[src/logic/lcdp_pkg.sv]
// Command codes, field positions, timing and carrier types for the LCD command decoder
package lcdp_pkg;
  localparam logic [7:0] CMD_DISP_OFF = 8'hAE;
  localparam logic [7:0] CMD_DISP_ON  = 8'hAF;
  localparam logic [7:0] CMD_ALL_NORM = 8'hA4;
  localparam logic [7:0] CMD_ALL_ON   = 8'hA5;
  localparam logic [7:0] CMD_IND_OFF  = 8'hAC;
  localparam logic [7:0] CMD_IND_ON   = 8'hAD;
  localparam logic [7:0] CMD_RMW      = 8'hE0;
  localparam logic [7:0] CMD_END      = 8'hEE;
  localparam logic [7:0] CMD_RESET    = 8'hE2;
  localparam logic [7:0] CMD_NOP      = 8'hE3;
  localparam logic [3:0] NIB_PAGE     = 4'hB;
  localparam logic [3:0] NIB_COL_HI   = 4'h1;
  localparam logic [3:0] NIB_COL_LO   = 4'h0;
  localparam logic [3:0] NIB_SCAN     = 4'hC;
  localparam logic [3:0] NIB_TEST     = 4'hF;
  localparam logic [1:0] TOP_START    = 2'h1;
  localparam int         SCAN_BIT     = 3;
  localparam logic [1:0] IND_OFF      = 2'h0;
  localparam logic [1:0] IND_SLOW     = 2'h1;
  localparam logic [1:0] IND_FAST     = 2'h2;
  localparam logic [1:0] IND_STEADY   = 2'h3;
  localparam int         STAT_RMW_BIT = 6;
  localparam int         STAT_OFF_BIT = 5;
  localparam int         STAT_PS_BIT  = 4;
  localparam logic [7:0] ZERO_BYTE    = 8'h00;
  localparam logic [5:0] LINE_RST     = 6'h00;
  localparam logic [3:0] PAGE_RST     = 4'h0;
  localparam logic [7:0] COL_RST      = 8'h00;
  localparam logic [7:0] COL_STEP     = 8'h01;
  localparam int         CLK_PERIOD_NS = 10;
  localparam int         BLINK_FAST_MS = 500;
  localparam int         FAST_HALF_CYC = BLINK_FAST_MS * 1000000 / CLK_PERIOD_NS / 2;
  typedef struct packed {
    logic       sel;
    logic       rd;
    logic [7:0] data;
  } lcdp_req_t;
  typedef enum logic [0:0] {
    ST_IDLE   = 1'b0,
    ST_RDWAIT = 1'b1
  } lcdp_state_t;
endpackage

[src/logic/lcdp_decoder.sv]
// Command decoder and power-save sequencer of the dot-matrix LCD controller
// How it works
// - Byte after indicator-on loads two low bits: off, 1 s, 0.5 s, steady.
// - After indicator-on every command is ignored until the indicator load byte.
// - Display-all-on while display off enters power save.
// - Power save is sleep with indicator off, standby with indicator on.
// - Display memory is kept and stays accessible in sleep and standby.
// - Display-all-off leaves power save and resumes normal operation.
// - Sleep stops the oscillator and the LCD supply.
// - Sleep stops all drive and grounds segment and common outputs.
// - Standby stops the LCD supply, oscillator keeps running.
// - Standby stops multiplexed drive, grounds outputs, keeps static indicator.
// - Reset command in standby moves the device to sleep.
// - Display-off indicator output is low during power save.
// - Byte E3 is a no-op that only ends test mode.
// - Upper nibble F enters test mode; pin reset, reset or no-op leave it.
// - AE switches display off, AF switches it on.
// - Top bits 01 load the six-bit display start line.
// - Upper nibble B loads the four-bit page address.
// - Upper nibble 1 loads column high half, nibble 0 the low half.
// - Status read gives flags in bits 6 to 4, other bits zero.
// - Data write stores and data read fetches at current page and column.
// - E0 increments column on writes only; EE restores the starting column.
// - E2 reinitialises command settings, display memory untouched.
// - Upper nibble C takes scan direction from bit 3.
`timescale 1ns/100ps
module lcdp_decoder
  import lcdp_pkg::*;
#(
  parameter int FAST_HALF = FAST_HALF_CYC,
  parameter int DEPTH     = 2
) (
  input  wire logic       MCLK,
  input  wire logic       RST,
  input  wire logic       HOST_WR,
  input  wire logic       HOST_RD,
  input  wire logic       COMMAND_DATA_SELECT,
  input  wire logic [7:0] HOST_WDATA,
  output logic            HOST_READY,
  output logic [7:0]      RD_DATA,
  output logic            RD_VALID,
  input  wire logic [7:0] MEM_RDATA,
  output logic            MEM_WE,
  output logic            MEM_RE,
  output logic [3:0]      MEM_PAGE,
  output logic [7:0]      MEM_COL,
  output logic [7:0]      MEM_WDATA,
  output logic            DISPLAY_ON,
  output logic            ALL_ON,
  output logic [5:0]      START_LINE,
  output logic            SCAN_REVERSE,
  output logic            TEST_MODE,
  output logic [1:0]      IND_MODE,
  output logic            IND_DRIVE,
  output logic            OSC_RUN,
  output logic            SUPPLY_RUN,
  output logic            MUX_DRIVE,
  output logic            OUTPUTS_GROUNDED,
  output logic            DISPLAY_OFF_INDICATOR_N,
  output logic            SLEEP,
  output logic            STANDBY
);
  localparam int PW = (DEPTH > 1) ? $clog2(DEPTH) : 1;
  localparam int CW = $clog2(FAST_HALF + 1);
  localparam logic [PW:0] DEPTH_C = (PW + 1)'(DEPTH);
  localparam logic [CW-1:0] DIV_LAST = CW'(FAST_HALF - 1);

  lcdp_req_t   buf_q [DEPTH];
  logic [PW-1:0] wr_ptr_q;
  logic [PW-1:0] rd_ptr_q;
  logic [PW:0] count_q;
  lcdp_state_t state_q;
  lcdp_req_t   req;
  logic        push;
  logic        pop;
  logic        cmd_go;
  logic        wr_go;
  logic        rd_go;
  logic        disp_on_q;
  logic        all_on_q;
  logic [5:0]  line_q;
  logic [3:0]  page_q;
  logic [7:0]  col_q;
  logic [7:0]  col_save_q;
  logic        rmw_q;
  logic        scan_q;
  logic        test_q;
  logic [1:0]  ind_q;
  logic        ind_wait_q;
  logic        save_q;
  logic        sleep_d;
  logic        standby_d;
  logic [CW-1:0] div_q;
  logic [1:0]  phase_q;
  logic        blink_d;

  function automatic logic [PW-1:0] ptr_next(input logic [PW-1:0] p);
    ptr_next = (p == PW'(DEPTH - 1)) ? '0 : PW'(p + 1'b1);
  endfunction

  // Two-entry request buffer; the drain stalls while a memory read is outstanding
  assign push   = (HOST_WR | HOST_RD) & HOST_READY;
  assign req    = buf_q[rd_ptr_q];
  assign pop    = (count_q != '0) && (state_q == ST_IDLE);
  assign cmd_go = pop & ~req.sel & ~req.rd;
  assign wr_go  = pop & req.sel & ~req.rd;
  assign rd_go  = pop & req.rd;

  always_ff @(posedge MCLK or posedge RST) begin
    if (RST) begin
      wr_ptr_q <= '0;
      rd_ptr_q <= '0;
      count_q  <= '0;
    end else begin
      if (push) begin
        wr_ptr_q <= ptr_next(wr_ptr_q);
      end
      if (pop) begin
        rd_ptr_q <= ptr_next(rd_ptr_q);
      end
      if (push && !pop) begin
        count_q <= count_q + 1'b1;
      end else if (pop && !push) begin
        count_q <= count_q - 1'b1;
      end
    end
  end

  always_ff @(posedge MCLK) begin
    if (push) begin
      buf_q[wr_ptr_q] <= '{sel: COMMAND_DATA_SELECT, rd: HOST_RD, data: HOST_WDATA};
    end
  end

  always_ff @(posedge MCLK or posedge RST) begin
    if (RST) begin
      HOST_READY <= 1'b0;
    end else begin
      HOST_READY <= (count_q + (push ? 1'b1 : 1'b0) - (pop ? 1'b1 : 1'b0)) < DEPTH_C;
    end
  end

  // Command execution; the indicator load byte blocks every other command
  always_ff @(posedge MCLK or posedge RST) begin
    if (RST) begin
      disp_on_q  <= 1'b0;
      all_on_q   <= 1'b0;
      line_q     <= LINE_RST;
      page_q     <= PAGE_RST;
      scan_q     <= 1'b0;
      test_q     <= 1'b0;
      ind_q      <= IND_OFF;
      ind_wait_q <= 1'b0;
      save_q     <= 1'b0;
    end else if (cmd_go) begin
      if (ind_wait_q) begin
        ind_q      <= req.data[1:0];
        ind_wait_q <= 1'b0;
      end else if (req.data[7:4] == NIB_TEST) begin
        test_q <= 1'b1;
      end else if (req.data[7:6] == TOP_START) begin
        line_q <= req.data[5:0];
      end else if (req.data[7:4] == NIB_PAGE) begin
        page_q <= req.data[3:0];
      end else if (req.data[7:4] == NIB_SCAN) begin
        scan_q <= req.data[SCAN_BIT];
      end else begin
        case (req.data)
          CMD_DISP_OFF: disp_on_q <= 1'b0;
          CMD_DISP_ON:  disp_on_q <= 1'b1;
          CMD_ALL_ON: begin
            all_on_q <= 1'b1;
            if (!disp_on_q) begin
              save_q <= 1'b1;
            end
          end
          CMD_ALL_NORM: begin
            all_on_q <= 1'b0;
            save_q   <= 1'b0;
          end
          CMD_IND_OFF: ind_q <= IND_OFF;
          CMD_IND_ON:  ind_wait_q <= 1'b1;
          CMD_NOP:     test_q <= 1'b0;
          CMD_RESET: begin
            // Settings return to reset values; power save and memory are kept
            disp_on_q <= 1'b0;
            all_on_q  <= 1'b0;
            line_q    <= LINE_RST;
            page_q    <= PAGE_RST;
            scan_q    <= 1'b0;
            test_q    <= 1'b0;
            ind_q     <= IND_OFF;
          end
          default: ;
        endcase
      end
    end
  end

  // Column address and read-modify-write
  always_ff @(posedge MCLK or posedge RST) begin
    if (RST) begin
      col_q      <= COL_RST;
      col_save_q <= COL_RST;
      rmw_q      <= 1'b0;
    end else if (cmd_go && !ind_wait_q) begin
      if (req.data[7:4] == NIB_COL_HI) begin
        col_q[7:4] <= req.data[3:0];
      end else if (req.data[7:4] == NIB_COL_LO) begin
        col_q[3:0] <= req.data[3:0];
      end else if (req.data == CMD_RMW) begin
        rmw_q      <= 1'b1;
        col_save_q <= col_q;
      end else if (req.data == CMD_END) begin
        rmw_q <= 1'b0;
        col_q <= col_save_q;
      end else if (req.data == CMD_RESET) begin
        rmw_q <= 1'b0;
        col_q <= COL_RST;
      end
    end else if (wr_go || (rd_go && req.sel && !rmw_q)) begin
      col_q <= col_q + COL_STEP;
    end
  end

  // Display memory port stays usable in power save
  always_ff @(posedge MCLK or posedge RST) begin
    if (RST) begin
      MEM_WE    <= 1'b0;
      MEM_RE    <= 1'b0;
      MEM_PAGE  <= PAGE_RST;
      MEM_COL   <= COL_RST;
      MEM_WDATA <= ZERO_BYTE;
    end else begin
      MEM_WE <= wr_go;
      MEM_RE <= rd_go & req.sel;
      if (wr_go || (rd_go && req.sel)) begin
        MEM_PAGE  <= page_q;
        MEM_COL   <= col_q;
        MEM_WDATA <= req.data;
      end
    end
  end

  // Read answers: status at once, memory data one cycle after the strobe
  always_ff @(posedge MCLK or posedge RST) begin
    if (RST) begin
      state_q  <= ST_IDLE;
      RD_DATA  <= ZERO_BYTE;
      RD_VALID <= 1'b0;
    end else begin
      RD_VALID <= 1'b0;
      case (state_q)
        ST_IDLE: begin
          if (rd_go && req.sel) begin
            state_q <= ST_RDWAIT;
          end else if (rd_go) begin
            RD_DATA <= ZERO_BYTE;
            RD_DATA[STAT_RMW_BIT] <= rmw_q;
            RD_DATA[STAT_OFF_BIT] <= ~disp_on_q;
            RD_DATA[STAT_PS_BIT]  <= save_q;
            RD_VALID <= 1'b1;
          end
        end
        ST_RDWAIT: begin
          RD_DATA  <= MEM_RDATA;
          RD_VALID <= 1'b1;
          state_q  <= ST_IDLE;
        end
        default: state_q <= ST_IDLE;
      endcase
    end
  end

  // Blink divider runs from the oscillator, so it halts in sleep
  always_ff @(posedge MCLK or posedge RST) begin
    if (RST) begin
      div_q   <= '0;
      phase_q <= 2'h0;
    end else if (!sleep_d) begin
      if (div_q == DIV_LAST) begin
        div_q   <= '0;
        phase_q <= phase_q + 2'h1;
      end else begin
        div_q <= div_q + 1'b1;
      end
    end
  end

  assign sleep_d   = save_q & (ind_q == IND_OFF);
  assign standby_d = save_q & (ind_q != IND_OFF);

  always_comb begin
    case (ind_q)
      IND_SLOW:   blink_d = phase_q[1];
      IND_FAST:   blink_d = phase_q[0];
      IND_STEADY: blink_d = 1'b1;
      default:    blink_d = 1'b0;
    endcase
  end

  always_ff @(posedge MCLK or posedge RST) begin
    if (RST) begin
      OSC_RUN                 <= 1'b1;
      SUPPLY_RUN              <= 1'b1;
      MUX_DRIVE               <= 1'b1;
      OUTPUTS_GROUNDED        <= 1'b0;
      DISPLAY_OFF_INDICATOR_N <= 1'b1;
      SLEEP                   <= 1'b0;
      STANDBY                 <= 1'b0;
      IND_DRIVE               <= 1'b0;
    end else begin
      OSC_RUN                 <= ~sleep_d;
      SUPPLY_RUN              <= ~save_q;
      MUX_DRIVE               <= ~save_q;
      OUTPUTS_GROUNDED        <= save_q;
      DISPLAY_OFF_INDICATOR_N <= ~save_q;
      SLEEP                   <= sleep_d;
      STANDBY                 <= standby_d;
      IND_DRIVE               <= blink_d & ~sleep_d;
    end
  end

  assign DISPLAY_ON   = disp_on_q;
  assign ALL_ON       = all_on_q;
  assign START_LINE   = line_q;
  assign SCAN_REVERSE = scan_q;
  assign TEST_MODE    = test_q;
  assign IND_MODE     = ind_q;
endmodule

[config.mk]
export PLATFORM = sky130hd
export DESIGN_NAME = lcdp_decoder
export DESIGN_NICKNAME = d
export VERILOG_FILES = /design/src/logic/lcdp_pkg.sv /design/src/logic/lcdp_decoder.sv
export SDC_FILE = /design/constraint.sdc
export NUM_CORES = 1
export LEC_CHECK = 0
export BUFFER_PORTS_ARGS = -buffer_cell sky130_fd_sc_hd__buf_2
export CAP_MARGIN = 20
export CORE_MARGIN = 1
export CORE_UTILIZATION = 58
export CTS_BUF_LIST = sky130_fd_sc_hd__clkbuf_8 sky130_fd_sc_hd__clkbuf_16
export CTS_CLUSTER_SIZE = 8
export DETAILED_ROUTE_END_ITERATION = 12
export GPL_ROUTABILITY_DRIVEN = 0
export MAX_ROUTING_LAYER = met4
export PLACE_DENSITY = 0.83
export SYNTH_ARGS = -nofsm -noshare
export SYNTH_HDL_FRONTEND = slang
export SYNTH_SLANG_ARGS = --single-unit
[constraint.sdc]
create_clock -name MCLK -period 3.2 [get_ports MCLK]
set_input_delay 0.16 -clock MCLK [delete_from_list [all_inputs] [get_ports MCLK]]
set_output_delay 0.16 -clock MCLK [all_outputs]
set_load 0.005 [all_outputs]
# Word-level counts from Yosys, hierarchy flattened
# Memory sizes are Yosys's and may differ from the RTL's.
# Index checks and enable logic that the tools add are counted.
# totals
regBits	105
latch_bits	0
ramBits	20
mem_bits_ro	0
in_bits	21
out_inout_bits	52
wordCells	210
memories	1
# op_classes
add_sub_neg	9
multipliers	0
div_mod_pow	0
magnitude_cmp	1
n_eq_ne	38
n_shift	0
n_mux	59
bitwise_logic	24
n_reduce_logical	45
# memory_table
memory	words	width	read_ports	rd_ports_with_merged_regs	wr	line_no	rtl
buf_q	2	10	1	0	1	lcdp_decoder.sv:68	lcdp_req_t buf_q [DEPTH];
# op_table
op	n
equality test 8 bit (second input constant)	10
2-to-1 mux 8 bit	7
AND reduction 6 bit	5
2-to-1 mux 4 bit	7
!= test 2 bit (second input constant)	14
adder 25 x 1 -> 25 bit (second input constant)	1
equality test 25 bit (second input constant)	1
2-to-1 mux 1 bit	25
2-to-1 mux 25 bit	1
2-to-1 mux 6 bit	4
nonzero test 2 bit	12
2-to-1 mux 2 bit	8
case mux 8 bit (2 select lines)	1
AND reduction 4 bit	4
AND reduction 7 bit	2
NOT 1 bit	13
equality test 4 bit (second input constant)	3
AND 1 bit	10
case mux 1 bit (2 select lines)	5
!= test 3 bit (second input constant)	3
adder 8 x 1 -> 8 bit (second input constant)	1
!= test 4 x 1 -> 1 bit (second input constant)	2
AND reduction 8 bit	1
OR reduction 2 bit	4
18 further kinds	32

# Logic depth before layout (Yosys ltp)
# Gate-level depths: netlist of the first run.
# An unclocked memory read counts as a cell.
# depth
depth_word	9
depth_mapped	10
depth_no_buf	7

# Worst setup path before layout of the first run
# OpenSTA, ideal clock, no wires.
# synth_timing
kind	flip-flop to flip-flop
from	register rd_ptr_q
to	register col_save_q[0]
setup_time_ps	125
arrival_ps	2078
required_time_ps	3075
slack_ps	997
stages_incl_launch_ff	7
path_buffers	1
period_less_slack_ps	2203
cell_sequence	dfrtp_1 buf_6 mux2i_1 nand2_1 or3_4 nor4_4 mux2_2
# synth_via
elab_chain_cells	6
elab_cells_between_ends	12
classes_between	2 x eq/ne; 6 x bitwise; 3 x reduce/logical; 1 x memory
# synth_lines
element	line_no	rtl
start: declaration	lcdp_decoder.sv:70	logic [PW-1:0] rd_ptr_q;
start signal: assignment	lcdp_decoder.sv:119	rd_ptr_q <= ptr_next(rd_ptr_q);
memory (2 x 10 bit) (*)	n/a	
NOT 1 bit	lcdp_decoder.sv:105	assign cmd_go = pop & ~req.sel & ~req.rd;
AND 1 bit (2 in series)	lcdp_decoder.sv:105	
logical AND 1 bit	lcdp_decoder.sv:206	end else if (cmd_go && !ind_wait_q) begin
AND reduction 4 bit (no line) (*)	n/a	
end signal: assignment	lcdp_decoder.sv:213	col_save_q <= col_q;
end: declaration	lcdp_decoder.sv:84	logic [7:0] col_save_q;
# Mark *: on every way between the ends. The rest lies on a longest branch, timed or not.
# A chain may end at the register's enable or synchronous reset.

# Final worst setup path of the first run
# Same ends and word-level chain as after synthesis.

==> results.cfg, run 1 <==
[status]
outcome = complete, no violations

[drt]
vias_per_cell = 6.03
ant_nets = 0
num_vias = 4593
drt_wl_total_um = 13400
wire_per_inst_um = 17.6
drc = 0
first_iter_violations = 361
dr.pass1.iters = 5

[floorplanning]
ios = 73
die_h_um = 102
die_area_sq_um = 10300
core_sq_um = 9420
rows = 35
die_x_um = 102
start_util_pct = 61.0

[worst_setup_path]
end_kind = register
path_class = reg2reg
startpoint_type = register
cpMaxStageDelayCell = nor4_4
r2r_slack_ps = 500
critPathMaxFanout = 31
cpLargestDelayFamily = simple AND/OR/NAND/NOR gates
path_buf_inv = 1
reg2reg_depth = 6
worst-endpoint-required_ps = 3610
path_cells = buf_12 -> mux2i_1 -> nand2_1 -> or3_4 -> nor4_4 -> mux2_2
critPathMaxStageDelay_ps = 560
cp.depth = 6
cp.arrival_ps = 3110

[clock_network]
clk_latency_ps = 520
cts_sinks = 125
cts_buffer_depth = 2
cts_tree = built
post_cts_resized = 0
h-tree-depth = 4
root_buffer = clkbuf_8
clkTransAtPathRegs_ps = 60
numCtsBuffers = 17

[power]
clockPowerShare_pct = 28.8
peakVddDrop_uv = 628
powerDensity_nw_per_um2 = 982
p_sw_share_pct = 35.7
power.internal_uw = 4500
seqPwrFrac_pct = 36.8
combPwrFrac_pct = 34.4
switchingPower_uw = 2490
p_leak_uw = 0.00320

[sta]
tns_ps = 0
fmax_ghz = 0.370
tightest_slew_ps = 866
setup_viol = 0
max_slew_margin_pct = 42.3
fin_crit_ps = 2700
min_period_over_period_pct = 84.4
report.final.slew_viol_count = 0
rsz0062_at_grt = false
skew_ps = 7.34
finalHoldViolCount = 0

[flow_run]
maxCapViolCount = 0

[final_layout]
num-nets-final = 645
diodes = 0
drive_gt1_share_pct = 26.4
area_growth_pct = 23.8
fin_util_pct = 75.6
fillerInstances = 594

[logic_synthesis]
ys_top_cells_by_area = dfrtp_1, edfxtp_1, mux2_2
syn_area_sq_um = 5750
yosys.area.top_type_share_pct = 44.8
netlist-cell-type-count = 65
yosysTopAreaCell = dfrtp_1
synthTopCellsByCount = dfrtp_1, nand2_1, nor2_1
synthArstFlopShare_pct = 84.0
syn_inst = 515
syn_area_per_cell_sq_um = 11.2
synth_ff_type = dfrtp_1
yosysMostFrequentCell = dfrtp_1
synth_seq_area_share_pct = 56.2
synth_nets = 540
ys_seq_elements = 125
yosysWarnings = 0
synth_edf_count = 20

[worst_hold_path]
worstHoldPathCells = 3
hp-class = in2reg

[global_route]
grt_pass1_wl_um = 22200
grt_max_degree = 71
grt_util_all_layers_pct = 29.9
grt_pass1_vias = 4564
grt_overflow = 0
antenna_found_initial = 0

[placed_design]
io_buffers = 72
hpwl_um = 8730
## worst min-delay path, stage by stage
cell and delay, ps:
buf_2 70, o21ai_0 180, xnor2_1 180
## per-stage QoR
stage          setup WS (ps)  std cells  total power, uW  hold WS [ps]  instance area, sq um
6_report                 500        762             6990           125                  7120
5_1_grt                  328        762             7410           132                  7120
4_1_cts                  505        762             6990           112                  7120
3_5_place_dp             534        711             4900           351                  6300
3_3_place_gp             656        711             4800           348                  6300
2_1_floorplan            283        515             4100           259                  5750
## power by group through the flow
stage	clock, uW	combinational (uW)	sequential [uW]
after floorplan	0	1620	2470
after global routing	2120	2650	2640
after global placement	0	2250	2560
final	2010	2400	2580
after detailed placement	0	2320	2580
after CTS	2040	2390	2560
## placed cells by master (no fill, tap or decap), types with 16 or more instances in the layout
master	n
dfrtp_1	103
buf_2	72
nand2_1	56
nor2_1	51
o21ai_0	35
mux2_2	26
a21oi_1	24
edfxtp_1	20
dlygate4sd3_1	19
clkbuf_16	16
## cell families (layout without fill, tap and decap cells)
kind of cell | after synthesis | after routing | share of synthesized area, %
flops | 125 | 125 | 56.2
fa+ha+maj | 4 | 4 | 0.871
simple gates | 184 | 184 | 16.3
buf+inv | 27 | 145 | 2.35
xor+xnor | 26 | 26 | 3.96
mux | 38 | 38 | 7.75
compound gates | 111 | 111 | 12.6
## final timing paths
| kind | end | from |
|---|---|---|
| max in group asynchronous | OSC_RUN$_DFF_PP1_ | RST |
| worst max register to register | col_save_q[0]$_DFFE_PP0P_ | rd_ptr_q$_DFFE_PP0P_ |
| worst min-delay path | wr_ptr_q$_DFFE_PP0P_ | HOST_WR |
| min in group asynchronous | MEM_COL[5]$_DFFE_PP0P_ | RST |
| worst max-delay path | col_save_q[0]$_DFFE_PP0P_ | rd_ptr_q$_DFFE_PP0P_ |
| worst min register to register | OUTPUTS_GROUNDED$_DFF_PP0_ | save_q$_DFFE_PP0P_ |
## timing repair
action | CTS | global route
buffers inserted | 0 | 0
endpoints found under the hold margin | 97 | 0
hold buffers | 19 | 0
## state kept, by name, indices dropped and copies added, names as in the netlist, 2 cells and up
| register | count |
|---|---|
| count_q | 2 |
| page_q | 4 |
| phase_q | 2 |
| div_q | 25 |
| MEM_WDATA | 8 |
| START_LINE | 6 |
| MEM_PAGE | 4 |
| RD_DATA | 8 |
| col_q | 8 |
| IND_MODE | 2 |
| MEM_COL | 8 |
| buf_q | 20 |
| col_save_q | 8 |
## final cells by class
cell class | instances | area [sq um] | area share, %
inverters | 8 | 32.5 | 0.457
clock inverters | 13 | 186 | 2.62
flip-flops and latches | 125 | 3230 | 45.4
multi-input cells | 363 | 2380 | 33.5
well taps | 129 | 161 | 2.27
clock buffers | 19 | 442 | 6.20
repair buffers | 105 | 681 | 9.56
## routing by layer
layer	GRT usage [%]	vias up	wire, um
met2	45.6	227	6640
met1	37.9	2226	5570
met4	10.8	0	263
li1	-	2098	-
met3	8.83	42	929
met5	-	-	0
No activity file was read; power rests on OpenSTA's default activity.
==> run 2, diff against run 1 <==
==> constraint.sdc (replaced) <==
create_clock -name MCLK -period 2.5 [get_ports MCLK]
set_input_delay 0.125 -clock MCLK [delete_from_list [all_inputs] [get_ports MCLK]]
set_output_delay 0.125 -clock MCLK [all_outputs]
set_load 0.005 [all_outputs]
==> run 2 against run 1 <==
  * Flip-flop and latch count unchanged
  * Combinational power increased by 36%
  * Final area is 1.3% higher
  * Fmax grew 11%
  * Wire length grew 4.5%
  * Critical path type unchanged
  * Non-clock buffer count grew 11
  * Register-to-register slack got worse by 430 ps
  * Critical endpoint is now col_q[3]$_DFFE_PP0P_
==> results.cfg, run 2 (synthesis gave the netlist of run 1 again) <==
[placed_design]
io_buffers = 72
hpwl_um = 9300
place_area_sq_um = 6380

[global_route]
use_met3_pct = 7.59
grt_max_degree = 57
grt_util_all_layers_pct = 30.4
grtUsageMet1_pct = 36.2
grt_pass1_wl_um = 22700
grt_pass1_vias = 4712
antenna_found_initial = 0
met2_usage_pct = 47.6
grt_overflow = 0
grt-busiest-layer = met2

[clock_network]
root_buffer = clkbuf_8
clkTransAtPathRegs_ps = 60
cts_buffer_depth = 2
postCtsSetupRepairBufs = 0
clk_latency_ps = 530
h-tree-depth = 4
cts_sinks = 125
numCtsBuffers = 17
cts_tree = built

[sta]
min_period_over_period_pct = 97.3
skew_ps = 8.51
fmax_ghz = 0.411
setup_viol = 0
finalHoldViolCount = 0
fin_hold_ws_ps = 79.5
report.final.slew_viol_count = 0
max_slew_margin_pct = 47.1
tightest_slew_ps = 791
fin_crit_ps = 2430
tns_ps = 0

[worst_setup_path]
worst-endpoint-required_ps = 2970
critPathMaxStageDelay_ps = 550
r2r-end = col_q[3]$_DFFE_PP0P_
path_cells = buf_12 -> mux2i_2 -> nand4_2 -> buf_4 -> o41ai_2 -> o221a_2
cp.arrival_ps = 2900
critPathMaxFanout = 34
cp-startpoint = rd_ptr_q$_DFFE_PP0P_
cpMaxStageDelayCell = o41ai_2
r2r_slack_ps = 70
end_kind = register
reg2reg_depth = 6
r2r_start = rd_ptr_q$_DFFE_PP0P_
startpoint_type = register
path_class = reg2reg
endpoint = col_q[3]$_DFFE_PP0P_

[worst_hold_path]
hp-class = in2reg

[flow_run]
maxCapViolCount = 0

[final_layout]
area_growth_pct = 25.4
fin_util_pct = 76.6
largest_reg_flops = 25
diodes = 0
regMostFlops = div_q
drive_gt1_share_pct = 28.0
layout_common_cells = dfrtp_1, buf_2, nand2_1, nor2_1, o21ai_0
top_regs = div_q x25, buf_q x20
num-nets-final = 656
final_common_cell = dfrtp_1
fin_area_sq_um = 7210

[floorplanning]
die_x_um = 102
ios = 73
die_h_um = 102
start_util_pct = 61.0
die_area_sq_um = 10300
core_sq_um = 9420
rows = 35

[power]
p_total_uw = 9080
powerDensity_nw_per_um2 = 1260
p_leak_uw = 0.00325
peakVddDrop_uv = 860

[drt]
drt_wl_total_um = 14000
drc = 0
wire_per_inst_um = 18.1
ant_nets = 0
dr.pass1.iters = 5
num_vias = 4610
vias_per_cell = 5.96
first_iter_violations = 349

[status]
outcome = complete, no violations
## run 2: cell types whose count changed in the layout (fill, tap and decap cells not counted), sizes merged
cell,before,now
clkinv,6,7
buf,86,97
inv,9,10
bufinv,4,3
clkbuf,19,18
## run 2: area by class of cell
class,instances,area (sq um)
clock inverter,14,179
inverter,8,33.8
sequential,125,3230
multi-input combinational,363,2400
tap,129,161
timing repair buffer,116,763
clock buffer,18,439
fill,557,2200
## run 2: worst min-delay path by stage
stage                       start                     to  depth (start not counted)
finish                    HOST_WR   wr_ptr_q$_DFFE_PP0P_                          3
global route              HOST_WR   wr_ptr_q$_DFFE_PP0P_                          3
CTS                       HOST_WR   wr_ptr_q$_DFFE_PP0P_                          3
detailed placement            RST   div_q[1]$_DFFE_PP0N_                          2
global placement              RST   div_q[1]$_DFFE_PP0N_                          2
floorplan           HOST_WDATA[0]  buf_q[0][0]$_DFFE_PP_                          0
## run 2: timing repair
| item | CTS | global route |
|---|---|---|
| endpoints found under the setup margin | 0 | 17 |
| resized for setup | 0 | 5 |
| hold endpoints to repair | 49 | 0 |
| hold buffers | 19 | 0 |
## run 2: metal layers
layer  share of wire [%]  vias to the layer above  wire length [um]
met1                  40                     2238              5570
met2                  50                      211              7000
met4                 3.6                        0               506
met5                   0                        -                 0
li1                    -                     2113                 -
met3                 6.7                       48               932
## run 2: worst max-delay path, delay by kind of cell (launching register included)
kind                   cells  cell delay (ps)
and+or+nand+nor            1              230
AOI/OAI and AO/OA          2              830
DFF                        1              400
buffers and inverters      2              490
muxes                      1              410
## run 2: where the power goes
group / leakage [uW] / internal, uW / switching (uW)
registers: 0.00155 / 2740 / 517
logic: 0.00140 / 1420 / 1850
clock network: 0.000302 / 1600 / 952
total: 0.00325 / 5760 / 3320
## run 2: stage by stage
stage	std cells	setup WS (ps)
finish	773	67.6
global route	773	-41.5
CTS	773	124
detailed placement	722	147
global placement	722	244
floorplan	515	297
